$ cat src/rtl/mrx_pkg.sv
// Package with opcode, widths and timing constants for the execution block.
package mrx_pkg;
	localparam int DATA_W    = 8;
	localparam int ADDR_W    = 7;
	localparam int PC_W      = 11;
	localparam int STK_DEPTH = 8;
	localparam int SP_W      = 4;
	localparam int REG_COUNT = 128;
	localparam int MSB_BIT   = 7;

	localparam logic [PC_W-1:0] PC_RESET = 11'h000;
	localparam logic [PC_W-1:0] PC_STEP  = 11'h001;
	localparam logic [SP_W-1:0] SP_RESET = 4'h0;
	localparam logic [SP_W-1:0] SP_STEP  = 4'h1;
	localparam logic [DATA_W-1:0] DATA_ZERO = 8'h00;
	localparam logic [1:0] RET_CYCLES = 2'h2;

	typedef enum logic [2:0] {
		OP_NOP,
		OP_LOAD_IMM,
		OP_MOVE_REG,
		OP_RET_INT,
		OP_RET_IMM,
		OP_ROTATE_LEFT
	} mrx_op_t;

	typedef struct packed {
		mrx_op_t             op;
		logic [ADDR_W-1:0]   reg_addr;
		logic                dest_reg;
		logic [DATA_W-1:0]   imm;
	} mrx_instr_t;

	typedef struct packed {
		logic carry;
		logic zero;
		logic global_interrupt_enable;
	} mrx_flags_t;
endpackage

$ cat src/rtl/mrx_exec.sv
// Execution core for load, move, return and rotate-left instructions.
`timescale 1ns/1ns

// Summary of operation
// RULE_01: Load immediate puts 8-bit operand into accumulator in one cycle, no flags.
// RULE_02: Move copies register to accumulator if dest bit 0, else back to itself.
// RULE_03: Move sets zero flag when moved value is zero, else clears it.
// RULE_04: Return from interrupt loads PC from stack top, sets interrupt enable, two cycles.
// RULE_05: Return with value loads immediate into accumulator, PC from stack, two cycles.
// RULE_06: Every return pops the stack after taking the PC from the old top.
// RULE_07: Rotate left through carry: carry to bit 0, bits shift up, bit 7 to carry.
// RULE_08: Rotate result goes to accumulator or register by dest bit; carry only; one cycle.
// RULE_09: No-operation changes nothing but advances PC by one in one cycle.
module mrx_exec (
	input  wire logic                        clock_i,
	input  wire logic                        rst_n_i,
	input  wire logic                        instr_valid_i,
	input  wire mrx_pkg::mrx_instr_t         instr_i,
	input  wire logic                        push_i,
	input  wire logic [mrx_pkg::PC_W-1:0]    push_addr_i,
	output logic                             instr_ready_o,
	output logic [mrx_pkg::DATA_W-1:0]       accumulator_o,
	output mrx_pkg::mrx_flags_t              flags_o,
	output logic [mrx_pkg::PC_W-1:0]         pc_o,
	output logic [mrx_pkg::SP_W-1:0]         stack_level_o
);

	// ****************************************
	// State
	// ****************************************
	typedef enum logic [0:0] {
		ST_IDLE,
		ST_RET_WAIT
	} mrx_state_t;

	mrx_state_t                      state_r;
	mrx_state_t                      state_nxt;
	logic [mrx_pkg::DATA_W-1:0]      acc_r;
	logic [mrx_pkg::DATA_W-1:0]      acc_nxt;
	mrx_pkg::mrx_flags_t             flags_r;
	mrx_pkg::mrx_flags_t             flags_nxt;
	logic [mrx_pkg::PC_W-1:0]        pc_r;
	logic [mrx_pkg::PC_W-1:0]        pc_nxt;
	logic [mrx_pkg::SP_W-1:0]        sp_r;
	logic [mrx_pkg::SP_W-1:0]        sp_nxt;
	logic [mrx_pkg::DATA_W-1:0]      regs_r [mrx_pkg::REG_COUNT];
	logic [mrx_pkg::PC_W-1:0]        stack_r [mrx_pkg::STK_DEPTH];

	// ****************************************
	// Decode
	// ****************************************
	localparam int LOC_ADDR_W = mrx_pkg::ADDR_W;
	localparam int STK_IDX_W  = $clog2(mrx_pkg::STK_DEPTH);

	wire logic                       take     = instr_valid_i && (state_r == ST_IDLE);
	wire logic [mrx_pkg::DATA_W-1:0] src_val  = regs_r[instr_i.reg_addr];
	wire logic [mrx_pkg::DATA_W-1:0] rot_val  = {src_val[mrx_pkg::MSB_BIT-1:0], flags_r.carry}; // [RULE_07]
	wire logic                       rot_cy   = src_val[mrx_pkg::MSB_BIT]; // [RULE_07]
	wire logic                       is_ret   = (instr_i.op == mrx_pkg::OP_RET_INT) ||
	                                            (instr_i.op == mrx_pkg::OP_RET_IMM);
	wire logic                       wr_move  = take && instr_i.dest_reg &&
	                                            (instr_i.op == mrx_pkg::OP_MOVE_REG); // [RULE_02]
	wire logic                       wr_rot   = take && instr_i.dest_reg &&
	                                            (instr_i.op == mrx_pkg::OP_ROTATE_LEFT); // [RULE_08]
	wire logic                       do_push  = push_i && (state_r == ST_IDLE) && !take;
	wire logic [mrx_pkg::SP_W-1:0]   top_idx  = sp_r - mrx_pkg::SP_STEP;

	// Returns take a second cycle; the single-cycle ones complete on acceptance.
	assign instr_ready_o = (state_r == ST_IDLE);

	always_comb begin
		state_nxt = state_r;
		acc_nxt   = acc_r;
		flags_nxt = flags_r;
		pc_nxt    = pc_r;
		sp_nxt    = sp_r;
		if (state_r == ST_RET_WAIT) begin
			state_nxt = ST_IDLE;
		end else if (take) begin
			pc_nxt = pc_r + mrx_pkg::PC_STEP; // [RULE_09]
			case (instr_i.op)
				mrx_pkg::OP_NOP: begin
					pc_nxt = pc_r + mrx_pkg::PC_STEP; // [RULE_09]
				end
				mrx_pkg::OP_LOAD_IMM: begin
					acc_nxt = instr_i.imm; // [RULE_01]
				end
				mrx_pkg::OP_MOVE_REG: begin
					if (!instr_i.dest_reg) begin
						acc_nxt = src_val; // [RULE_02]
					end
					flags_nxt.zero = (src_val == mrx_pkg::DATA_ZERO); // [RULE_03]
				end
				mrx_pkg::OP_ROTATE_LEFT: begin
					if (!instr_i.dest_reg) begin
						acc_nxt = rot_val; // [RULE_08]
					end
					flags_nxt.carry = rot_cy; // [RULE_07]
				end
				mrx_pkg::OP_RET_INT, mrx_pkg::OP_RET_IMM: begin
					pc_nxt    = stack_r[top_idx[$clog2(mrx_pkg::STK_DEPTH)-1:0]]; // [RULE_06]
					sp_nxt    = sp_r - mrx_pkg::SP_STEP; // [RULE_06]
					state_nxt = ST_RET_WAIT; // [RULE_04] [RULE_05]
					if (instr_i.op == mrx_pkg::OP_RET_INT) begin
						flags_nxt.global_interrupt_enable = 1'b1; // [RULE_04]
					end else begin
						acc_nxt = instr_i.imm; // [RULE_05]
					end
				end
				default: begin
					pc_nxt = pc_r;
				end
			endcase
		end else if (do_push) begin
			sp_nxt = sp_r + mrx_pkg::SP_STEP;
		end
	end

	// ****************************************
	// Registers
	// ****************************************
	always_ff @(posedge clock_i or negedge rst_n_i) begin
		if (!rst_n_i) begin
			state_r <= ST_IDLE;
		end else begin
			state_r <= state_nxt;
		end
	end

	always_ff @(posedge clock_i or negedge rst_n_i) begin
		if (!rst_n_i) begin
			acc_r <= mrx_pkg::DATA_ZERO;
		end else begin
			acc_r <= acc_nxt;
		end
	end

	always_ff @(posedge clock_i or negedge rst_n_i) begin
		if (!rst_n_i) begin
			flags_r <= '0;
		end else begin
			flags_r <= flags_nxt;
		end
	end

	always_ff @(posedge clock_i or negedge rst_n_i) begin
		if (!rst_n_i) begin
			pc_r <= mrx_pkg::PC_RESET;
		end else begin
			pc_r <= pc_nxt;
		end
	end

	always_ff @(posedge clock_i or negedge rst_n_i) begin
		if (!rst_n_i) begin
			sp_r <= mrx_pkg::SP_RESET;
		end else begin
			sp_r <= sp_nxt;
		end
	end

	// ****************************************
	// Register file
	// ****************************************
	// Every entry clears on reset, so a move or rotate never reads an unknown value.
	wire logic                       reg_we   = wr_move || wr_rot;
	wire logic [mrx_pkg::DATA_W-1:0] reg_wdat = wr_rot ? rot_val : src_val; // [RULE_02] [RULE_08]

	generate
		for (genvar gi = 0; gi < mrx_pkg::REG_COUNT; gi++) begin : g_reg
			wire logic hit = reg_we && (instr_i.reg_addr == LOC_ADDR_W'(gi));
			always_ff @(posedge clock_i or negedge rst_n_i) begin
				if (!rst_n_i) begin
					regs_r[gi] <= mrx_pkg::DATA_ZERO;
				end else if (hit) begin
					regs_r[gi] <= reg_wdat;
				end
			end
		end
	endgenerate

	// ****************************************
	// Return stack
	// ****************************************
	// The stack holds addresses only and needs no reset; a ninth push wraps over the oldest entry.
	generate
		for (genvar gs = 0; gs < mrx_pkg::STK_DEPTH; gs++) begin : g_stk
			wire logic load = do_push && (sp_r[STK_IDX_W-1:0] == STK_IDX_W'(gs));
			always_ff @(posedge clock_i) begin
				if (load) begin
					stack_r[gs] <= push_addr_i;
				end
			end
		end
	endgenerate

	// ****************************************
	// Outputs
	// ****************************************
	assign accumulator_o = acc_r;
	assign flags_o       = flags_r;
	assign pc_o          = pc_r;
	assign stack_level_o = sp_r;
endmodule

$ cat config.mk
export PLATFORM = sky130hd
export DESIGN_NAME = mrx_exec
export DESIGN_NICKNAME = d
export VERILOG_FILES = /design/src/rtl/mrx_pkg.sv /design/src/rtl/mrx_exec.sv
export SDC_FILE = /design/constraint.sdc
export NUM_CORES = 2
export LEC_CHECK = 0
export ABC_AREA = 1
export BUFFER_PORTS_ARGS = -buffer_cell sky130_fd_sc_hd__buf_2
export CAP_MARGIN = 40
export CORE_ASPECT_RATIO = 1.5
export CORE_MARGIN = 2
export CORE_UTILIZATION = 40
export CTS_CLUSTER_SIZE = 30
export DETAILED_ROUTE_END_ITERATION = 8
export SLEW_MARGIN = 25
export SYNTH_ARGS = -nofsm -noshare
export SYNTH_HDL_FRONTEND = slang
export SYNTH_SLANG_ARGS = --single-unit
$ cat constraint.sdc
create_clock -name clock_i -period 6.47 [get_ports clock_i]
set_clock_uncertainty 0.2 [all_clocks]
set_input_delay 0.647 -clock clock_i [delete_from_list [all_inputs] [get_ports clock_i]]
set_output_delay 0.647 -clock clock_i [all_outputs]
set_load 0.02 [all_outputs]
==> impl_metrics.toml <==
[sta]
worst_slew_pin_slew_ps = 894
final-setup-viol-count = 0
finalMaxSlewViolations = 0
setup-tns-final_ps = 0
max_freq_mhz = 236
post-route-period-util_pct = 65.4
timing.max_slew.rel_slack_pct = 40.4
timing.final.hold_violations = 0
final.min_clock_period_ps = 4230
rsz0062_at_grt = "false"
final.hold.worst_slack_ps = 120

[global_routing]
number_of_global_route_vias_before_repair = 46200
grt_overflow_total = 0
initial_antenna_violation_count = 9
gr-usage-all-layers_pct = 26.5
grt_max_degree = 165
grt_first_pass_wirelength_mm = 282

[yosys]
post-synth-top-area-fraction_pct = 48.7
synth.mux.area_fraction_pct = 0
dominantRegCellSynth = "dfrtp_1"
post_synthesis_net_count = 7221
syn_area_per_cell_sq_um = 7.53
synthArstFlopShare_pct = 92.3
largest_family_of_logic_cells_by_synthesized_area = "simple AND/OR/NAND/NOR gates"
synth.cells.most_frequent = "nand2_1, dfrtp_1, nor2_1"
synth_warnings = 0
yosys_register_bits = 1139
cell_count_after_synthesis = 7179
synth-adder-area-share_pct = 0.185
post-synth-top-count-cell = "nand2_1"
synth_compound_gate_area_share_pct = 4.63
ys_top_cells_by_area = "dfrtp_1, nand2_1, edfxtp_1, nor2_1, buf_6"
synth_sequential_area_ratio_pct = 53.6
syn_area_sq_um = 54000
synthSimpleGateAreaFrac_pct = 36.0
synth_enable_flop_cells = 88
library_cell_occupying_the_most_area_in_the_post_synthesis_netlist = "dfrtp_1"
synth.lib_cells_used.distinct = 38
synth_xor_area_share_pct = 0.0486

[power_and_ir_drop]
power_per_cell_area_nw_per_um2 = 270
total_leakage_power_nw = 31.6
pwr-share-comb_pct = 11.1
reported_net_switching_power_mw = 4.42
p_total_mw = 16.1
net_switching_fraction_of_the_power_pct = 27.4
sequentialPowerShare_pct = 46.3
intPower_mw = 11.7
part_of_the_total_power_dissipated_in_the_clock_network_pct = 42.6
vdd_ir_drop_max_mv = 0.356

[placement]
dp.final_hpwl_mm = 118
gpl.final_weighted_congestion = 0.890
detailed_place.area_sq_um = 55800
number_of_i_o_port_buffers = 60

[clock_network]
clock_latency_of_the_later_clocked_register_in_the_worst_skew_pair_ps = 760
cts_num_sinks = 1139
ctsLongestPathBuffers = 3
clock_tree.htree_level_count = 3
post_cts_buffers = 0
cts-root-buf = "clkbuf_16"
worst_setup_hold_path_clk_slew_ps = 60
numCtsBuffers = 109
cts_tree = "done"

[final_layout]
finish.instance_area_sq_um = 59800
seq_area_sq_um = 28900
syn_to_final_growth_pct = 10.7
multiInputGateArea_sq_um = 22200
final_net_count = 7235
layout-drive-gt1-share_pct = 7.11
layout.filler_cells = 13400

[status]
outcome = "finished, final reports clean"

[worst_setup_path]
max_stage_delay_ps = 670
timing.critical_path.to_type = "register"
timing.critical_path.cells = "clkbuf_8 -> nand2_2 -> inv_6 -> buf_4 -> nand2_1 -> nand3_1 -> nand2_1 -> nand2_1 -> nor2_1 -> nor2_1 -> nor2_1 -> nand3_1 -> nand2_1 -> o21ai_4 -> buf_4 -> nand2_1 -> nand2_1"
required_ps = 6940
cpMaxStageDelayCell = "o21ai_4"
crit_path_start_kind = "primary input"
regToRegStartpoint = "regs_r[405]$_DFFE_PN0P_"
critPathLaunch = "instr_i[9]"
critical_path_peak_fanout = 45
data_arrival_time_of_the_worst_path_ps = 4700
family_with_the_most_delay_on_the_worst_path = "buffers and inverters"
setup.worst_path.class = "in2reg"
path_common_cell = "nand2_1"
worstPathBufferInverterCount = 4

[floorplanning]
coreArea_sq_um = 134000
rows = 165
die_height_um = 454
fp.dieArea_sq_um = 138000
io_pins = 61
die-width_um = 304
initial_utilization_pct = 40.2

[route]
wl_per_cell_um = 20.4
via_count = 47300
ant_nets = 0
vias_per_cell = 5.23
drt_drc_violations_left = 0
detail_route.iter0.violations = 4673
drt_first_pass_iters = 6
route.final.wire_length_mm = 185

[hold_path]
hold_path_startpoint = "instr_i[18]"
min-delay-path-class = "in2reg"

[flow_run]
maxCapViolations = 0
## cells by family (layout without fill, tap and decap cells)
family	after synthesis	after routing
AND/OR/NAND/NOR	5069	5069
flip-flops	1139	1139
buffers and inverters	526	634
AO/OA/AOI/OAI	434	434
adder cells (fa/ha/maj)	8	8
XOR/XNOR	3	3
other	0	1
## tightest hold or removal path, cell delays in order
cell      delay (ps)
buf_2            160
nor3_1            70
inv_1             60
o21bai_1          60
## final timing paths
path                                           end  slack, ps  depth (start not counted)
max in group asynchronous  regs_r[983]$_DFFE_PN0P_       4260                          4
min in group asynchronous  regs_r[647]$_DFFE_PN0P_        320                          2
hold reg to reg             flags_o[0]$_DFFE_PN0P_        270                          1
setup reg to reg           regs_r[950]$_DFFE_PN0P_       2980                         15
hold / removal              flags_o[0]$_DFFE_PN0P_        120                          4
setup / recovery           regs_r[950]$_DFFE_PN0P_       2240                         17
## cells in the final DEF (no fill, tap or decap), types with 23 or more instances in the layout
master,Yosys,layout
edfxtp_1,88,88
clkbuf_16,0,111
buf_12,0,23
buf_4,42,109
a22oi_1,84,84
clkbuf_1,62,23
nand2_1,4497,4496
nand3_1,102,102
inv_1,75,73
o21ai_0,227,227
inv_2,114,115
nor2_1,367,365
dfrtp_1,1051,1051
clkinv_1,31,39
nand4_1,76,76
buf_2,82,58
a21oi_1,52,51
## metrics by stage
step	utilization [%]	worst slack, ps	instances
6_report	44.5	2240	9041
5_1_grt	44.5	2050	9040
4_1_cts	44.4	2370	9036
3_5_place_dp	41.5	1600	8819
3_3_place_gp	41.5	1640	8816
2_1_floorplan	-	3550	7179
## per-layer routing
metal  GRT usage [%]  share of wire (%)  vias up
li1                -                  -    22200
met2            44.8                 48     1824
met3            3.57                6.5      502
met5               0              0.040        -
met1            32.2                 39    22700
met4            16.4                6.7       12
## repair_timing
| action | in CTS | in global routing |
|---|---|---|
| hold buffers | 12 | 0 |
| gates resized for setup | 0 | 0 |
| hold endpoints to repair | 159 | 0 |
## registers in the layout (all words and copies together) (netlist names)
register / flops
accumulator_o: 8
flags_o: 3
pc_o: 11
regs_r: 1024
stack_level_o: 4
stack_r: 88
state_r: 1
## power groups by stage
stage,sequential (mW),combinational [mW],clock (mW)
after CTS,7.46,1.79,6.97
after global placement,7.59,1.74,0
after global routing,7.47,1.95,7.23
final,7.46,1.79,6.87
after detailed placement,7.59,1.78,0
after floorplan,7.63,0.985,0
## cell type report
type,instances,share of cell area [%]
timing repair buffer,209,3.08
inverter,220,1.41
tap,1753,3.67
clock inverter,52,1.13
sequential,1139,48.4
antenna,1,0.00418
multi-input combinational,5514,37.1
clock buffer,153,5.23
(Power assumes the default switching activity.)
